## src/flash_host_pkg.sv

```systemverilog
// constants, codes and carriers shared by the flash host controller files
// assumes a 20 MHz system clock and a byte-wide asynchronous parallel flash
package flash_host_pkg;
  // ****************************************************************
  // widths and clock
  // ****************************************************************
  localparam int ADDR_W   = 21;          // top_address_line is line 20
  localparam int CLK_NS   = 50;          // clk_sys period
  // ****************************************************************
  // timing
  // ****************************************************************
  localparam int WE_LOW_NS   = 100;      // write strobe low time, least
  localparam int ACC_NS      = 100;      // read access time, least
  localparam int PROG_MAX_US = 20;       // byte program finishes within this
  localparam int WE_LOW_CYC  = (WE_LOW_NS + CLK_NS - 1) / CLK_NS;
  localparam int ACC_CYC     = (ACC_NS + CLK_NS - 1) / CLK_NS;
  localparam int SYNC_CYC    = 2;        // byte_bus input synchroniser depth
  localparam int PROG_LIMIT_CYC = PROG_MAX_US * 1000 / CLK_NS;
  localparam int STABLE_READS   = 2;     // agreeing re-reads before done
  // ****************************************************************
  // software register map
  // ****************************************************************
  localparam logic [7:0] OFS_CTRL   = 8'h00;  // write: op code starts command
  localparam logic [7:0] OFS_ADDR   = 8'h04;  // target flash address
  localparam logic [7:0] OFS_DATA   = 8'h08;  // program byte
  localparam logic [7:0] OFS_STATUS = 8'h0C;  // busy, done, timeout, read byte
  localparam int ST_BUSY = 0;
  localparam int ST_DONE = 1;
  localparam int ST_TOUT = 2;
  localparam int ST_BYTE = 8;                 // read byte at bits 15:8
  // ****************************************************************
  // operation codes and flash command bytes
  // ****************************************************************
  typedef enum logic [2:0] {
    OP_READ, OP_PROG, OP_SECTOR, OP_BLOCK, OP_CHIP, OP_IDENT, OP_QUERY, OP_LEAVE
  } op_t;
  localparam logic [14:0] UNLOCK_A1 = 15'h5555;
  localparam logic [14:0] UNLOCK_A2 = 15'h2AAA;
  localparam logic [7:0]  UNLOCK_D1 = 8'hAA;
  localparam logic [7:0]  UNLOCK_D2 = 8'h55;
  localparam logic [7:0]  CMD_PROG  = 8'hA0;
  localparam logic [7:0]  CMD_ERASE = 8'h80;
  localparam logic [7:0]  CMD_IDENT = 8'h90;
  localparam logic [7:0]  CMD_QUERY = 8'h98;
  localparam logic [7:0]  CMD_LEAVE = 8'hF0;
  localparam logic [7:0]  CMD_SECT  = 8'h30;
  localparam logic [7:0]  CMD_BLOCK = 8'h50;
  localparam logic [7:0]  CMD_CHIP  = 8'h10;
  localparam int          BUSY_BIT  = 6;       // alternating_busy_bit
  // ****************************************************************
  // carriers
  // ****************************************************************
  typedef struct packed {
    logic              wr;    // 1 write cycle, 0 read cycle
    logic [ADDR_W-1:0] addr;
    logic [7:0]        data;
  } bus_req_t;
  typedef struct packed {
    logic              last;  // final write of the sequence
    logic [ADDR_W-1:0] addr;
    logic [7:0]        data;
  } seq_word_t;
endpackage : flash_host_pkg

```

## src/flash_bus_cycle.sv

```systemverilog
// one asynchronous flash bus cycle, write or read, on the flash pins
// assumes the caller pulses start only while done is low and no cycle runs
module flash_bus_cycle
  import flash_host_pkg::*;
(
  input  wire logic                   clk_sys,      // system clock
  input  wire logic                   sys_rst,      // async reset, high
  input  wire logic                   start,        // one-cycle request
  input  wire flash_host_pkg::bus_req_t req,        // cycle kind, address, data
  output logic                        done,         // one-cycle completion
  output logic [7:0]                  rd_byte,      // byte read
  output logic [ADDR_W-1:0]           flash_addr,   // address pins
  output logic                        ce_n,         // chip select, low
  output logic                        oe_n,         // output gate, low
  output logic                        we_n,         // write strobe, low
  output logic [7:0]                  byte_bus_out, // data pins, driven value
  output logic                        byte_bus_oe,  // data pins, drive enable
  input  wire logic [7:0]             byte_bus_in   // data pins, sensed value
);
  typedef enum logic [2:0] {C_IDLE, C_SETUP, C_PULSE, C_HOLD, C_READ} cyc_t;
  cyc_t              st_reg, st_next;
  logic [3:0]        cnt_reg, cnt_next;
  logic [7:0]        sync1_reg, sync2_reg;
  logic              done_next;
  logic [7:0]        rd_next, out_next;
  logic [ADDR_W-1:0] addr_next;
  logic              ce_next, oe_next, we_next, drv_next;

  // ****************************************************************
  // two-flop synchroniser for the data pins
  // ****************************************************************
  always_ff @(posedge clk_sys or posedge sys_rst) begin
    if (sys_rst) begin
      sync1_reg <= 8'h00;
      sync2_reg <= 8'h00;
    end else begin
      sync1_reg <= byte_bus_in;
      sync2_reg <= sync1_reg;
    end
  end

  // ****************************************************************
  // cycle sequencer
  // ****************************************************************
  // next pin levels; data driven only while the output gate is high
  always_comb begin
    st_next   = st_reg;
    cnt_next  = cnt_reg;
    done_next = 1'b0;
    rd_next   = rd_byte;
    addr_next = flash_addr;
    out_next  = byte_bus_out;
    ce_next   = ce_n;
    oe_next   = oe_n;
    we_next   = we_n;
    drv_next  = byte_bus_oe;
    case (st_reg)
      C_IDLE: begin
        if (start) begin
          addr_next = req.addr;
          ce_next   = 1'b0;
          if (req.wr) begin
            out_next = req.data;
            drv_next = 1'b1;
            st_next  = C_SETUP;
          end else begin
            oe_next  = 1'b0;
            cnt_next = 4'(ACC_CYC + SYNC_CYC - 1);
            st_next  = C_READ;
          end
        end
      end
      C_SETUP: begin
        we_next  = 1'b0;                 // pulse far above the glitch floor
        cnt_next = 4'(WE_LOW_CYC - 1);
        st_next  = C_PULSE;
      end
      C_PULSE: begin
        if (cnt_reg == 4'h0) begin
          we_next = 1'b1;                // device latches data on this edge
          st_next = C_HOLD;
        end else begin
          cnt_next = cnt_reg - 4'h1;
        end
      end
      C_HOLD: begin
        ce_next   = 1'b1;
        drv_next  = 1'b0;
        done_next = 1'b1;
        st_next   = C_IDLE;
      end
      C_READ: begin
        if (cnt_reg == 4'h0) begin
          rd_next   = sync2_reg;
          ce_next   = 1'b1;
          oe_next   = 1'b1;
          done_next = 1'b1;
          st_next   = C_IDLE;
        end else begin
          cnt_next = cnt_reg - 4'h1;
        end
      end
      default: st_next = C_IDLE;
    endcase
  end

  // register the pins and the cycle state
  always_ff @(posedge clk_sys or posedge sys_rst) begin
    if (sys_rst) begin
      st_reg       <= C_IDLE;
      cnt_reg      <= 4'h0;
      done         <= 1'b0;
      rd_byte      <= 8'h00;
      flash_addr   <= '0;
      byte_bus_out <= 8'h00;
      ce_n         <= 1'b1;
      oe_n         <= 1'b1;
      we_n         <= 1'b1;
      byte_bus_oe  <= 1'b0;
    end else begin
      st_reg       <= st_next;
      cnt_reg      <= cnt_next;
      done         <= done_next;
      rd_byte      <= rd_next;
      flash_addr   <= addr_next;
      byte_bus_out <= out_next;
      ce_n         <= ce_next;
      oe_n         <= oe_next;
      we_n         <= we_next;
      byte_bus_oe  <= drv_next;
    end
  end
endmodule : flash_bus_cycle

```

## src/flash_host_ctrl.sv

```systemverilog
// host controller issuing command sequences to a parallel flash and polling completion
// assumes a plain register port master and the flash pins wired straight to the ports
//
// What the document says
// (RL1) device inverts top data bit while programming; true bit when done
// (RL2) device reads top bit zero while erasing, one after
// (RL3) program completion indications valid after the fourth write strobe
// (RL4) erase completion indications valid after the sixth write strobe
// (RL5) busy bit six alternates on each read during program or erase
// (RL6) bit six stops alternating at completion; next operation accepted
// (RL7) device ignores strobe pulses shorter than 5 ns
// (RL8) device blocks writes with output gate low or strobes high
// (RL9) every byte program is preceded by the three-write unlock prefix
// (RL10) every erase is started by the full six-write sequence
// (RL11) device keeps the software write guard always active
// (RL12) device abandons a broken sequence within one read cycle time
// (RL13) query entry is the unlock prefix ending with 98H at 5555H
// (RL14) query mode holds until the host writes the leave command
// (RL15) identification reads: 0000H maker code, 0001H part code
// (RL16) leave command returns device to array reads from any mode
// (RL17) device ignores the leave command during program or erase
// (RL18) device floats the data bus when output gate or select is high
// (RL19) device latches write data internally each write cycle
// (RL20) sector erase uses lines down to 12, block down to 16
// (RL21) sixth write 30H with sector address, 50H with block address
// (RL22) chip erase ends with 10H at 5555H, erasing all to one
// (RL23) device takes address on later fall, data on earlier rise
// (RL24) byte program finishes within 20 us; commands meanwhile ignored
// (RL25) host re-reads until completion indication settles before next command
//
// Our own choices: the register addresses and strobed register access.
module flash_host_ctrl
  import flash_host_pkg::*;
#(
  parameter int ERASE_LIMIT_CYC = 2000000  // erase poll timeout in clocks
) (
  input  wire logic              clk_sys,      // system clock, 20 MHz
  input  wire logic              sys_rst,      // async reset, high
  input  wire logic [7:0]        reg_addr,     // register byte address
  input  wire logic [31:0]       reg_wdata,    // register write data
  input  wire logic              reg_wr,       // write strobe
  input  wire logic              reg_rd,       // read strobe
  output logic [31:0]            reg_rdata,    // read data, cycle after strobe
  output logic [ADDR_W-1:0]      flash_addr,   // flash address pins
  output logic                   ce_n,         // flash chip select
  output logic                   oe_n,         // flash output gate
  output logic                   we_n,         // flash write strobe
  output logic [7:0]             byte_bus_out, // flash data, driven value
  output logic                   byte_bus_oe,  // flash data, drive enable
  input  wire logic [7:0]        byte_bus_in   // flash data, sensed value
);
  typedef enum logic [2:0] {S_IDLE, S_WR, S_WR_WAIT, S_RD, S_RD_WAIT} st_t;
  st_t               st_reg, st_next;
  op_t               op_reg, op_next;
  logic [2:0]        step_reg, step_next;
  logic [ADDR_W-1:0] uaddr_reg, uaddr_next;
  logic [7:0]        udata_reg, udata_next;
  logic              busy_reg, busy_next, done_reg, done_next, tout_reg, tout_next;
  logic              poll_reg, poll_next, first_reg, first_next, prev_reg, prev_next;
  logic [1:0]        stable_reg, stable_next;
  logic [21:0]       timer_reg, timer_next;
  logic [7:0]        byte_reg, byte_next;
  logic              go_reg, go_next;
  bus_req_t          req_reg, req_next;
  logic [31:0]       rdata_next;
  logic              cyc_done;
  logic [7:0]        cyc_byte;
  seq_word_t         sw;
  logic [21:0]       limit;

  // ****************************************************************
  // command sequence table
  // ****************************************************************
  // word to write at a given step of an operation
  function automatic seq_word_t seq_word(input op_t op, input logic [2:0] step,
                                         input logic [ADDR_W-1:0] ua,
                                         input logic [7:0] ud);
    seq_word_t w;
    logic [7:0] cmd;
    w = '0;
    case (op)
      OP_PROG:  cmd = CMD_PROG;
      OP_IDENT: cmd = CMD_IDENT;
      OP_QUERY: cmd = CMD_QUERY;
      OP_LEAVE: cmd = CMD_LEAVE;
      default:  cmd = CMD_ERASE;
    endcase
    case (step)
      3'd0, 3'd3: w = '{1'b0, ADDR_W'(UNLOCK_A1), UNLOCK_D1};
      3'd1, 3'd4: w = '{1'b0, ADDR_W'(UNLOCK_A2), UNLOCK_D2};
      3'd2: w = '{(op == OP_IDENT) || (op == OP_QUERY) || (op == OP_LEAVE),
                  ADDR_W'(UNLOCK_A1), cmd};
      default: begin
        if (op == OP_SECTOR)     w = '{1'b1, ua, CMD_SECT};
        else if (op == OP_BLOCK) w = '{1'b1, ua, CMD_BLOCK};
        else                     w = '{1'b1, ADDR_W'(UNLOCK_A1), CMD_CHIP};
      end
    endcase
    if ((op == OP_PROG) && (step == 3'd3)) w = '{1'b1, ua, ud};
    return w;
  endfunction : seq_word

  assign sw    = seq_word(op_reg, step_reg, uaddr_reg, udata_reg);
  assign limit = (op_reg == OP_PROG) ? 22'(PROG_LIMIT_CYC) : 22'(ERASE_LIMIT_CYC);

  // ****************************************************************
  // operation sequencer and completion poll
  // ****************************************************************
  // next state, register writes and poll bookkeeping
  always_comb begin
    st_next = st_reg;  op_next = op_reg;  step_next = step_reg;
    uaddr_next = uaddr_reg;  udata_next = udata_reg;
    busy_next = busy_reg;  done_next = done_reg;  tout_next = tout_reg;
    poll_next = poll_reg;  first_next = first_reg;  prev_next = prev_reg;
    stable_next = stable_reg;  byte_next = byte_reg;
    timer_next = poll_reg ? timer_reg + 22'h1 : 22'h0;
    go_next = 1'b0;  req_next = req_reg;
    if (reg_wr && (reg_addr == OFS_ADDR) && !busy_reg) uaddr_next = reg_wdata[ADDR_W-1:0];
    if (reg_wr && (reg_addr == OFS_DATA) && !busy_reg) udata_next = reg_wdata[7:0];
    case (st_reg)
      S_IDLE: begin
        if (reg_wr && (reg_addr == OFS_CTRL)) begin
          op_next = op_t'(reg_wdata[2:0]);
          step_next = 3'd0;  busy_next = 1'b1;  done_next = 1'b0;  tout_next = 1'b0;
          poll_next = 1'b0;
          st_next = (op_t'(reg_wdata[2:0]) == OP_READ) ? S_RD : S_WR;
        end
      end
      S_WR: begin
        go_next  = 1'b1;
        req_next = '{1'b1, sw.addr, sw.data};               // RL9 RL10 RL13 RL21 RL22
        st_next  = S_WR_WAIT;
      end
      S_WR_WAIT: begin
        if (cyc_done) begin
          if (!sw.last) begin
            step_next = step_reg + 3'd1;
            st_next = S_WR;
          end else if ((op_reg == OP_IDENT) || (op_reg == OP_QUERY) || (op_reg == OP_LEAVE)) begin
            busy_next = 1'b0;  done_next = 1'b1;  st_next = S_IDLE;   // RL14
          end else begin
            poll_next = 1'b1;  first_next = 1'b1;  stable_next = 2'd0;
            st_next = S_RD;
          end
        end
      end
      S_RD: begin
        go_next  = 1'b1;
        req_next = '{1'b0, uaddr_reg, 8'h00};
        st_next  = S_RD_WAIT;
      end
      S_RD_WAIT: begin
        if (cyc_done) begin
          byte_next = cyc_byte;
          prev_next = cyc_byte[BUSY_BIT];
          first_next = 1'b0;
          st_next = S_RD;
          if (!poll_reg) begin
            busy_next = 1'b0;  done_next = 1'b1;  st_next = S_IDLE;
          end else if (!first_reg && (cyc_byte[BUSY_BIT] == prev_reg)) begin
            stable_next = stable_reg + 2'd1;                  // RL25
            if (stable_reg == 2'(STABLE_READS - 1)) begin
              busy_next = 1'b0;  done_next = 1'b1;  poll_next = 1'b0;
              st_next = S_IDLE;
            end
          end else begin
            stable_next = 2'd0;                               // RL25
          end
          if (poll_reg && (timer_reg >= limit) && (st_next != S_IDLE)) begin
            busy_next = 1'b0;  done_next = 1'b1;  tout_next = 1'b1;  // RL24
            poll_next = 1'b0;  st_next = S_IDLE;
          end
        end
      end
      default: st_next = S_IDLE;
    endcase
    rdata_next = 32'h0;
    if (reg_rd) begin
      case (reg_addr)
        OFS_CTRL:   rdata_next = {29'h0, op_reg};
        OFS_ADDR:   rdata_next = 32'(uaddr_reg);
        OFS_DATA:   rdata_next = {24'h0, udata_reg};
        OFS_STATUS: rdata_next = {16'h0, byte_reg, 5'h0, tout_reg, done_reg, busy_reg};
        default:    rdata_next = 32'h0;
      endcase
    end
  end

  // register the sequencer state
  always_ff @(posedge clk_sys or posedge sys_rst) begin
    if (sys_rst) begin
      st_reg <= S_IDLE;  op_reg <= OP_READ;  step_reg <= 3'd0;
      uaddr_reg <= '0;  udata_reg <= 8'h00;
      busy_reg <= 1'b0;  done_reg <= 1'b0;  tout_reg <= 1'b0;
      poll_reg <= 1'b0;  first_reg <= 1'b0;  prev_reg <= 1'b0;
      stable_reg <= 2'd0;  timer_reg <= 22'h0;  byte_reg <= 8'h00;
      go_reg <= 1'b0;  req_reg <= '0;  reg_rdata <= 32'h0;
    end else begin
      st_reg <= st_next;  op_reg <= op_next;  step_reg <= step_next;
      uaddr_reg <= uaddr_next;  udata_reg <= udata_next;
      busy_reg <= busy_next;  done_reg <= done_next;  tout_reg <= tout_next;
      poll_reg <= poll_next;  first_reg <= first_next;  prev_reg <= prev_next;
      stable_reg <= stable_next;  timer_reg <= timer_next;  byte_reg <= byte_next;
      go_reg <= go_next;  req_reg <= req_next;  reg_rdata <= rdata_next;
    end
  end

  // ****************************************************************
  // flash pin cycle engine
  // ****************************************************************
  flash_bus_cycle u_cycle (
    .clk_sys      (clk_sys),
    .sys_rst      (sys_rst),
    .start        (go_reg),
    .req          (req_reg),
    .done         (cyc_done),
    .rd_byte      (cyc_byte),
    .flash_addr   (flash_addr),
    .ce_n         (ce_n),
    .oe_n         (oe_n),
    .we_n         (we_n),
    .byte_bus_out (byte_bus_out),
    .byte_bus_oe  (byte_bus_oe),
    .byte_bus_in  (byte_bus_in)
  );
endmodule : flash_host_ctrl

```

## config.mk

```make
export PLATFORM = sky130hd
export DESIGN_NAME = flash_host_ctrl
export DESIGN_NICKNAME = d
export VERILOG_FILES = /design/src/flash_host_pkg.sv /design/src/flash_bus_cycle.sv /design/src/flash_host_ctrl.sv
export SDC_FILE = /design/constraint.sdc
export NUM_CORES = 1
export LEC_CHECK = 0
export ABC_CLOCK_PERIOD_IN_PS = 8300
export BUFFER_PORTS_ARGS = -buffer_cell sky130_fd_sc_hd__buf_2
export CAP_MARGIN = 20
export CORE_MARGIN = 2
export CORE_UTILIZATION = 62
export DETAILED_ROUTE_END_ITERATION = 8
export PLACE_DENSITY = 0.85
export SYNTH_ARGS = -nofsm -noshare
export SYNTH_HDL_FRONTEND = slang
export SYNTH_SLANG_ARGS = --single-unit
```

## constraint.sdc

```tcl
create_clock -name clk_sys -period 8.3 [get_ports clk_sys]
set_clock_uncertainty 0.05 [all_clocks]
set_input_delay 0.415 -clock clk_sys [delete_from_list [all_inputs] [get_ports clk_sys]]
set_output_delay 0.415 -clock clk_sys [all_outputs]
set_load 0.1 [all_outputs]
```

==> results of run 1 <==
==> final cells by class <==
type	count	share of cell area [%]
Clock inverter	11	1.35
Inverter	24	0.990
Timing Repair Buffer	97	5.21
Tap cell	176	2.29
Sequential cell	192	50.0
Clock buffer	21	4.69
Multi-Input combinational cell	484	35.4
==> metal layers <==
metal	track usage, %	wire length, um	vias up
met4	8.98	318	0
li1	-	-	2678
met3	6.77	1190	29
met1	33.3	7280	2941
met5	0	0	-
met2	44.0	9380	231
==> through the flow <==
step | setup WS, ps | power, W | hold slack [ps]
after floorplan | 2610 | 0.00100 | 281
after global placement | 5360 | 0.00102 | 281
after detailed placement | 5260 | 0.00102 | 286
after CTS | 5640 | 0.00181 | 23.5
after global routing | 5390 | 0.00186 | 21.7
final | 5580 | 0.00180 | 40.8
==> cells in the final DEF, fill, tap and decap left out, types with 8 or more instances in the layout <==
master	synthesis	routed
conb_1	1	11
clkbuf_16	0	17
o21ai_0	37	37
mux2_4	21	21
and2_1	23	23
mux2i_1	13	13
nand3_1	9	9
xor2_1	10	10
xnor2_1	9	9
nor2_1	42	42
o21ai_1	11	11
inv_1	24	23
ha_1	11	11
dfrtp_1	189	189
a21oi_1	23	23
nor3_1	10	10
nand2_1	94	94
nand2b_1	8	8
mux2_2	51	51
buf_2	9	94
==> power by group <==
group / leakage, nW / internal (W) / switching (W)
Clock: 0.282 / 0.000455 / 0.000348
Combinational: 1.99 / 0.00000957 / 0.0000486
Sequential: 2.61 / 0.000939 / 0.00000113
Total: 4.89 / 0.00140 / 0.000398
==> path summary, 6_finish.rpt <==
path,startpoint,to,slack (ps),depth (start not counted)
worst max-delay path,reg_addr[3],uaddr_reg[5]$_DFFE_PP0P_,5580,4
worst min-delay path,byte_bus_in[7],u_cycle.sync1_reg[7]$_DFF_PP0_,40,1
worst max register to register,st_reg[2]$_DFFE_PP0P_,req_reg[20]$_DFFE_PP0P_,5580,7
worst min register to register,u_cycle.sync1_reg[0]$_DFF_PP0_,u_cycle.sync2_reg[0]$_DFF_PP0_,300,0
max in group asynchronous,sys_rst,timer_reg[9]$_DFF_PP0_,6550,3
min in group asynchronous,sys_rst,u_cycle.cnt_reg[3]$_DFFE_PP0P_,130,2
==> cell families (layout without fill, tap and decap cells) <==
family / Yosys count / count (layout) / share of synthesized area (%)
AOI/OAI and AO/OA: 118 / 118 / 8.56
xor gates and xnor gates: 19 / 19 / 1.95
adders and majority gates: 11 / 11 / 1.62
buffers and inverters: 69 / 153 / 4.05
DFF: 192 / 192 / 56.4
muxes: 88 / 88 / 12.8
other: 1 / 11 / 0.0440
and+or+nand+nor: 237 / 237 / 14.6
==> results_dict.tcl, run 1 <==
set metrics [dict create \
    power.leakage_nw 4.89 \
    vias 5879 \
    fin_crit_ps 2720 \
    grt_max_degree 114 \
    clock_path_buffers 2 \
    syn-cell-area_um2 8520 \
    cts_root_buf "clkbuf_16" \
    hold_viol 0 \
    synthTopCellsByCount "dfrtp_1 (189), nand2_1 (94), mux2_2 (51)" \
    async_reset_ff_share_pct 100 \
    die_area_um2 14700 \
    synth_edf_count 0 \
    setup_viol 0 \
    start_util_pct 63.8 \
    clkLatencyLatePin_ps 430 \
    fin_area_um2 9610 \
    synth_area_per_cell_um2 11.6 \
    arrival_ps 2980 \
    relSlewSlack_pct 30.7 \
    clock.fmax_ghz 0.367 \
    place.port_buffers 94 \
    irDropWorstVdd_mv 0.140 \
    place.gp.congestion 0.886 \
    drt-total-wl_um 18200 \
    die_w_um 121 \
    nNetsFinal 879 \
    multiInputGateArea_um2 3400 \
    grt_pass1_vias 5929 \
    cts_tree "done" \
    rsz0062_at_grt "false" \
    tns_ps 0 \
    antenna_found_initial 0 \
    synth_top_area_share_pct 55.5 \
    clock-sinks 192 \
    crit_required_ps 8560 \
    cp_slowest_cell "nand4_2" \
    synth_area_leaders "dfrtp_1 (56%), mux2_2 (6.7%), nand2_1 (4.1%)" \
    worst-path-buf-inv 1 \
    ys_ff_latch 192 \
    crit_path_start_kind "input port" \
    final-seq-area_um2 4810 \
    dp_cells 972 \
    clkTransAtPathRegs_ps 70 \
    cts_buffers 17 \
    grt.total_usage_pct 26.2 \
    yosysWarningCount 0 \
    final_antenna_net_count 0 \
    worstPathCellList "buf_2 > nor2b_1 > nand4_2 > mux2_4" \
    syn_inst 735 \
    yosysSeqAreaShare_pct 56.4 \
    drc 0 \
    yosysMostFrequentCell "dfrtp_1" \
    core_area_um2 13300 \
    crit_fanout 21 \
    hpwl_um 12400 \
    syn_to_final_growth_pct 12.8 \
    crit_path_end_kind "register" \
    slowest_delay_ps 950 \
    post-cts-setup-buffers 0 \
    finalCritPeriodShare_pct 32.8 \
    worst_pin_slew_ps 1040 \
    antenna_cells 0 \
    post_cts_resize_count 0 \
    yosysTopAreaCell "dfrtp_1" \
    drt_pass1_iterations 5 \
    post-route-util_pct 72.0 \
    grt_pass1_wl_um 29700 \
    p_per_area_nw_per_um2 188 \
    place_area_um2 9010 \
    status "complete, no violations" \
    drv_cap 0 \
    synth_flop_cell "dfrtp_1" \
    drive_above_1_share_pct 27.3 \
    crit_type "input port to register" \
    htreeDepth 4 \
    n_fill_cell 868 \
    io_pins 117 \
    finalNonFillerCells 1005 \
    via_per_inst 5.85 \
    crit_family "simple AND/OR/NAND/NOR gates" \
    yosys.cell_types.count 71 \
    cts-hold-fix-buffers 0 \
    hp-class "input port to register" \
    dr.first_iter.drc_count 516 \
    wl_per_cell_um 18.1 \
    slew_violations 0 \
    grt_remaining_overflow 0 \
    largest_reg_flops 30 \
    rows 42 \
    dieHeight_um 121 \
]
Power figures use the tool's default switching activity.
==> run 2: changes to the inputs <==
--- a/config.mk
+++ b/config.mk
@@ -5,13 +5,14 @@
 export SDC_FILE = /design/constraint.sdc
 export NUM_CORES = 1
 export LEC_CHECK = 0
-export ABC_CLOCK_PERIOD_IN_PS = 8300
+export ABC_AREA = 1
+export ABC_CLOCK_PERIOD_IN_PS = 2800
 export BUFFER_PORTS_ARGS = -buffer_cell sky130_fd_sc_hd__buf_2
 export CAP_MARGIN = 20
 export CORE_MARGIN = 2
-export CORE_UTILIZATION = 62
+export CORE_UTILIZATION = 57
 export DETAILED_ROUTE_END_ITERATION = 8
-export PLACE_DENSITY = 0.85
+export PLACE_DENSITY = 0.79
 export SYNTH_ARGS = -nofsm -noshare
 export SYNTH_HDL_FRONTEND = slang
 export SYNTH_SLANG_ARGS = --single-unit
==> constraint.sdc (replaced) <==
create_clock -name clk_sys -period 2.8 [get_ports clk_sys]
set_clock_uncertainty 0.05 [all_clocks]
set_input_delay 0.14 -clock clk_sys [delete_from_list [all_inputs] [get_ports clk_sys]]
set_output_delay 0.14 -clock clk_sys [all_outputs]
set_load 0.1 [all_outputs]
==> run 2 against run 1 <==
Non-clock buffer count rose by 36. Total power rose to 3.1 times the previous value. Clock-buffer cell count fell by 4. Combinational power grew to 4.0 times the previous value. Core utilization decreased by 2.9 points. Sequential share of layout area shrank 2.3 points. Register-to-register slack worse by 5100 ps. Synthesized area is 0.41% higher. Die area rose by 8.9%. Largest power group unchanged. Critical path depth up 10. Routed wire length rose by 4.4%. Critical endpoint is now busy_reg$_DFFE_PP0P_. Critical path type is now register to register.
==> results_dict.tcl, run 2 <==
set metrics [dict create \
    syn-cell-area_um2 8550 \
    syn_to_final_growth_pct 17.8 \
    slowest_delay_ps 470 \
    synth_top_area_share_pct 55.3 \
    yosysSeqAreaShare_pct 56.2 \
    crit_top_cell "nand2_1" \
    post_cts_resize_count 0 \
    nNetsFinal 1152 \
    clkLatencyLatePin_ps 440 \
    vias 6783 \
    p_per_area_nw_per_um2 546 \
    clkTransAtPathRegs_ps 70 \
    synthTopCellsByCount "nand2_1 (244), dfrtp_1 (189), inv_1 (129)" \
    crit_path_start_kind "register" \
    synth_area_per_cell_um2 8.89 \
    cts_buffers 17 \
    final_common_cell "nand2_1" \
    grt.total_usage_pct 24.8 \
    place.gp.congestion 0.930 \
    final_antenna_net_count 0 \
    finalCritPeriodShare_pct 83.3 \
    grt_remaining_overflow 0 \
    worst_pin_slew_ps 729 \
    die_w_um 127 \
    htreeDepth 4 \
    clock-sinks 192 \
    final_cell_mix "nand2_1 (244), dfrtp_1 (189), inv_1 (128)" \
    hp-class "input port to register" \
    yosys.cell_types.count 50 \
    timing.hold.ws_ps 28.1 \
    dieHeight_um 127 \
    tns_ps 0 \
    syn_inst 962 \
    yosysMostFrequentCell "nand2_1" \
    slew_violations 0 \
    drt-total-wl_um 19000 \
    hpwl_um 12900 \
    crit_type "register to register" \
    fin_area_um2 10100 \
    rsz0062_at_grt "false" \
    cts_tree "done" \
    largest_reg_flops 30 \
    setup_viol 0 \
    fin_crit_ps 2330 \
    antenna_cells 0 \
    grt_max_degree 118 \
    io_pins 117 \
    cts_root_buf "clkbuf_16" \
    setup_slack_ps 466 \
    clock.fmax_ghz 0.429 \
    antenna_found_initial 0 \
    cp_slowest_cell "dfrtp_1" \
    drv_cap 0 \
    dr.first_iter.drc_count 449 \
    ys_ff_latch 192 \
    status "complete, no violations" \
    hold_viol 0 \
    drive_above_1_share_pct 17.1 \
    clock_path_buffers 2 \
    drt_pass1_iterations 5 \
    arrival_ps 2600 \
    synth_edf_count 0 \
    irDropWorstVdd_mv 0.428 \
    crit_path_end_kind "register" \
    wl_per_cell_um 14.8 \
    start_util_pct 58.6 \
    async_reset_ff_share_pct 100 \
    grt_pass1_vias 6589 \
    yosysTopAreaCell "dfrtp_1" \
    place.port_buffers 94 \
    relSlewSlack_pct 51.3 \
    power.leakage_nw 5.07 \
    yosysWarningCount 0 \
    grt_pass1_wl_um 31500 \
    core_area_um2 14600 \
    synth_flop_cell "dfrtp_1" \
    place_ws_ps 476 \
    synth_area_leaders "dfrtp_1 (55%), nand2_1 (11%), inv_1 (5.7%)" \
    crit_fanout 10 \
    place_area_um2 9180 \
    worstPathCellList "nor2_4 > nand2_4 > ha_1 > nand2_1 > nor2_1 > nand2_1 > nor2_1 > nand2_1 > nor2_1 > nand2_1 > nand4_2 > nand3_1 > nand2_1 > nand2_1" \
    crit_required_ps 3060 \
    die_area_um2 16000 \
    rows 44 \
    via_per_inst 5.28 \
    drc 0 \
]
[run 2: what timing repair did]
item                                   in CTS  in global routing
buffers inserted                            0                  0
setup endpoints to repair                   0                  0
hold buffers                               30                  0
endpoints found under the hold margin     116                  0
[run 2: kinds of logic after synthesis]
kind of cell             share of synthesized area (%)
multiplexers                                      1.32
AO/OA/AOI/OAI                                     11.6
buffers and inverters                             8.56
other                                           0.0438
XOR/XNOR                                         0.410
AND/OR/NAND/NOR                                   20.3
flip-flops                                        56.2
adder cells (fa/ha/maj)                           1.61
[run 2: area by class of cell]
cell class | count | area, um2
sequential | 192 | 4810
fill | 1090 | 4510
multi-input combinational | 608 | 3050
timing repair buffer | 133 | 863
inverter | 137 | 523
clock buffer | 17 | 425
tap | 184 | 230
clock inverter | 14 | 174
[run 2: stage by stage]
| stage | utilization, % | cells | total power [W] |
|---|---|---|---|
| finish | 69.1 | 1285 | 0.00550 |
| global route | 69.1 | 1285 | 0.00567 |
| CTS | 69.1 | 1285 | 0.00554 |
| detailed placement | 62.9 | 1224 | 0.00308 |
| global placement | 62.9 | 1224 | 0.00307 |
| floorplan | - | 972 | 0.00302 |
[run 2: layer usage]
layer  up-vias  global-route usage, %  part of all wire [%]
li1       3312                      -                     -
met1      3169                   31.8                    42
met2       240                   40.4                    48
met3        62                   4.05                   5.2
met4         0                   14.0                   4.8
met5         -                      0                     0
[run 2: worst paths after layout]
path                                           startpoint                                   to  slack [ps]  depth (start not counted)
setup reg to reg                    op_reg[2]$_DFFE_PP0P_                 busy_reg$_DFFE_PP0P_         470                         14
min in group asynchronous                         sys_rst  u_cycle.byte_bus_out[5]$_DFFE_PP0P_         140                          3
max in group asynchronous                         sys_rst       u_cycle.sync1_reg[0]$_DFF_PP0_        1670                          4
hold reg to reg            u_cycle.sync1_reg[6]$_DFF_PP0_       u_cycle.sync2_reg[6]$_DFF_PP0_         300                          0
hold / removal                                reg_addr[2]              reg_rdata[17]$_DFF_PP0_          30                          3
setup / recovery                    op_reg[2]$_DFFE_PP0P_                 busy_reg$_DFFE_PP0P_         470                         14
[run 2: worst max-delay path, delay by kind of cell (launching register included)]
kind	cells	cell delay, ps
fa+ha+maj	1	320
flops	1	470
simple gates	13	1340
[run 2: power by group]
part           total (W)  internal (W)  switching [W]  leakage [nW]
logic           0.000232     0.0000692       0.000162          2.18
clock network    0.00245       0.00134        0.00110         0.289
registers        0.00282       0.00280      0.0000211          2.60
total            0.00550       0.00422        0.00129          5.07
==> run 3: changes to the inputs <==
--- a/config.mk
+++ b/config.mk
@@ -6,7 +6,7 @@
 export NUM_CORES = 1
 export LEC_CHECK = 0
 export ABC_AREA = 1
-export ABC_CLOCK_PERIOD_IN_PS = 2800
+export ABC_CLOCK_PERIOD_IN_PS = 2430
 export BUFFER_PORTS_ARGS = -buffer_cell sky130_fd_sc_hd__buf_2
 export CAP_MARGIN = 20
 export CORE_MARGIN = 2
==> constraint.sdc (replaced) <==
create_clock -name clk_sys -period 2.43 [get_ports clk_sys]
set_clock_uncertainty 0.05 [all_clocks]
set_input_delay 0.1215 -clock clk_sys [delete_from_list [all_inputs] [get_ports clk_sys]]
set_output_delay 0.1215 -clock clk_sys [all_outputs]
set_load 0.1 [all_outputs]
==> run 3 against run 2 <==
Sequential share of layout area about the same. Global-route usage grew 0.27 points. Register-to-register slack got worse by 270 ps. Worst hold slack got worse by 8.2 ps. Critical path type unchanged. Highest routed layer unchanged. Cell area barely moved. Sequential power is 16% higher.
==> results_dict.tcl, run 3 (same netlist as run 2, synthesis figures left out) <==
set metrics [dict create \
    status "complete, no violations" \
    die_area_um2 16000 \
    switching_share_pct 23.2 \
    clock_path_buffers 2 \
    p_per_area_nw_per_um2 612 \
    finalPower_w 0.00617 \
    arrival_ps 2490 \
    r2r-end "busy_reg$_DFFE_PP0P_" \
    clockPowerShare_pct 42.8 \
    crit_path_end_kind "register" \
    cp-startpoint "step_reg[0]$_DFFE_PP0P_" \
    htreeDepth 4 \
    cts_buffers 17 \
    antenna_cells 0 \
    drt-total-wl_um 19200 \
    core_area_um2 14600 \
    drive_above_1_share_pct 17.3 \
    grt_max_degree 53 \
    cp_slowest_cell "dfrtp_1" \
    worstPathCellList "ha_1 > ha_1 > o21bai_1 > nor2_2 > nand2_1 > nand4_4 > inv_2 > nor3_2 > nand3_1 > nand2_1 > nand2_1" \
    nNetsFinal 1157 \
    crit_path_start_kind "register" \
    vias 6904 \
    via_per_inst 5.35 \
    cp.depth 11 \
    internal_power_w 0.00474 \
    timing.hold.ws_ps 19.9 \
    fin_crit_ps 2230 \
    drv_cap 0 \
    worst-path-buf-inv 1 \
    rsz0062_at_grt "false" \
    finalCritPeriodShare_pct 91.8 \
    slowest_delay_ps 410 \
    post-cts-setup-buffers 0 \
    cts_root_buf "clkbuf_16" \
    dieHeight_um 127 \
    syn_to_final_growth_pct 17.9 \
    grt_remaining_overflow 0 \
    fin_area_um2 10100 \
    clock-sinks 192 \
    io_pins 117 \
    grt_pass1_wl_um 32000 \
    clkLatencyLatePin_ps 440 \
    n_fill_cell 1125 \
    crit_required_ps 2690 \
    crit_type "register to register" \
    place.gp.congestion 0.906 \
    hold_viol 0 \
    setup_viol 0 \
    worst_pin_slew_ps 744 \
    start_util_pct 58.6 \
    final_antenna_net_count 0 \
    crit_top_cell "nand2_1" \
    hpwl_um 13100 \
    die_w_um 127 \
    drc 0 \
    clkTransAtPathRegs_ps 70 \
    grt_pass1_vias 6667 \
    relSlewSlack_pct 50.3 \
    antenna_found_initial 0 \
    r2r_setup_slack_ps 200 \
    clock.fmax_ghz 0.449 \
    rr_worst_depth 11 \
    switchingPower_w 0.00143 \
    wl_per_cell_um 14.9 \
    slew_violations 0 \
    largest_reg_flops 30 \
    drt_pass1_iterations 7 \
    final_cell_mix "nand2_1 (244), dfrtp_1 (189), inv_1 (128)" \
    final_common_cell "nand2_1" \
    r2r-start "step_reg[0]$_DFFE_PP0P_" \
    hp-class "input port to register" \
    seqPwrFrac_pct 52.8 \
    crit_fanout 5 \
    p_comb_share_pct 4.4 \
    power.leakage_nw 5.08 \
    place_area_um2 9250 \
    rows 44 \
    grt.total_usage_pct 25.1 \
    irDropWorstVdd_mv 0.496 \
    place.port_buffers 94 \
    dr.first_iter.drc_count 584 \
    cts_tree "done" \
    crit_family "simple AND/OR/NAND/NOR gates" \
    crit_path_end "busy_reg$_DFFE_PP0P_" \
]
## run 3: cell count changes in the layout (fill, tap and decap cells not counted), sizes merged
cell | previous run | this run
bufinv | 2 | 1
dlygate4sd3 | 30 | 29
inv | 139 | 137
buf | 103 | 109
clkbuf | 17 | 21
## run 3: metrics by stage
step                util [%]  setup TNS (ps)  instances  worst slack, ps
finish                  69.1               0       1291              200
CTS                     69.1               0       1291              200
floorplan                  -          -40730        972             -215
detailed placement      63.4               0       1230              216
global placement        63.4               0       1230              315
global route            69.1               0       1291             8.48
## run 3: layer usage
layer  part of all wire, %  routed length, um  vias to the layer above  track usage [%]
li1                      -                  -                     3344                -
met1                    44               8420                     3307             33.9
met2                    49               9320                      206             40.3
met3                   5.0                964                       47             5.61
met4                   2.6                502                        0             8.99
met5                     0                  0                        -                0
## run 3: worst register-to-register path: stages, from the launching register on
cell and delay [ps]:
dfrtp_1 410, ha_1 220, ha_1 250, o21bai_1 260, nor2_2 190, nand2_1 140
nand4_4 140, inv_2 50, nor3_2 140, nand3_1 130, nand2_1 80, nand2_1 50
## run 3: power by group through the flow
stage	sequential [W]	combinational [W]	clock, W
final	0.00326	0.000274	0.00264
after global routing	0.00326	0.000301	0.00283
after CTS	0.00326	0.000277	0.00266
after detailed placement	0.00332	0.000240	0
after global placement	0.00331	0.000237	0
after floorplan	0.00331	0.000170	0
## run 3: area by class of cell
type / instances / area, um2 / share of cell area, %
Timing Repair Buffer: 138 / 923 / 9.16
Multi-Input combinational cell: 608 / 3050 / 30.3
Clock inverter: 11 / 106 / 1.05
Sequential cell: 192 / 4810 / 47.7
Inverter: 137 / 523 / 5.19
Tap cell: 184 / 230 / 2.28
Clock buffer: 21 / 440 / 4.37
## run 3: how the worst min path moves through the flow
stage | end | slack (ps) | cells past startpoint | from
after floorplan | u_cycle.sync1_reg[0]$_DFF_PP0_ | 100 | 0 | byte_bus_in[0]
after global placement | u_cycle.sync1_reg[5]$_DFF_PP0_ | 180 | 1 | byte_bus_in[5]
after detailed placement | u_cycle.sync1_reg[4]$_DFF_PP0_ | 180 | 1 | byte_bus_in[4]
after CTS | reg_rdata[17]$_DFF_PP0_ | 0.6 | 3 | reg_addr[2]
after global routing | reg_rdata[17]$_DFF_PP0_ | 30 | 3 | reg_addr[2]
final | reg_rdata[17]$_DFF_PP0_ | 20 | 3 | reg_addr[2]
## run 3: repair_timing
action	in CTS	in global routing
resized for setup	0	1
endpoints found under the setup margin	0	1
hold buffers	29	0
hold endpoints to repair	63	0
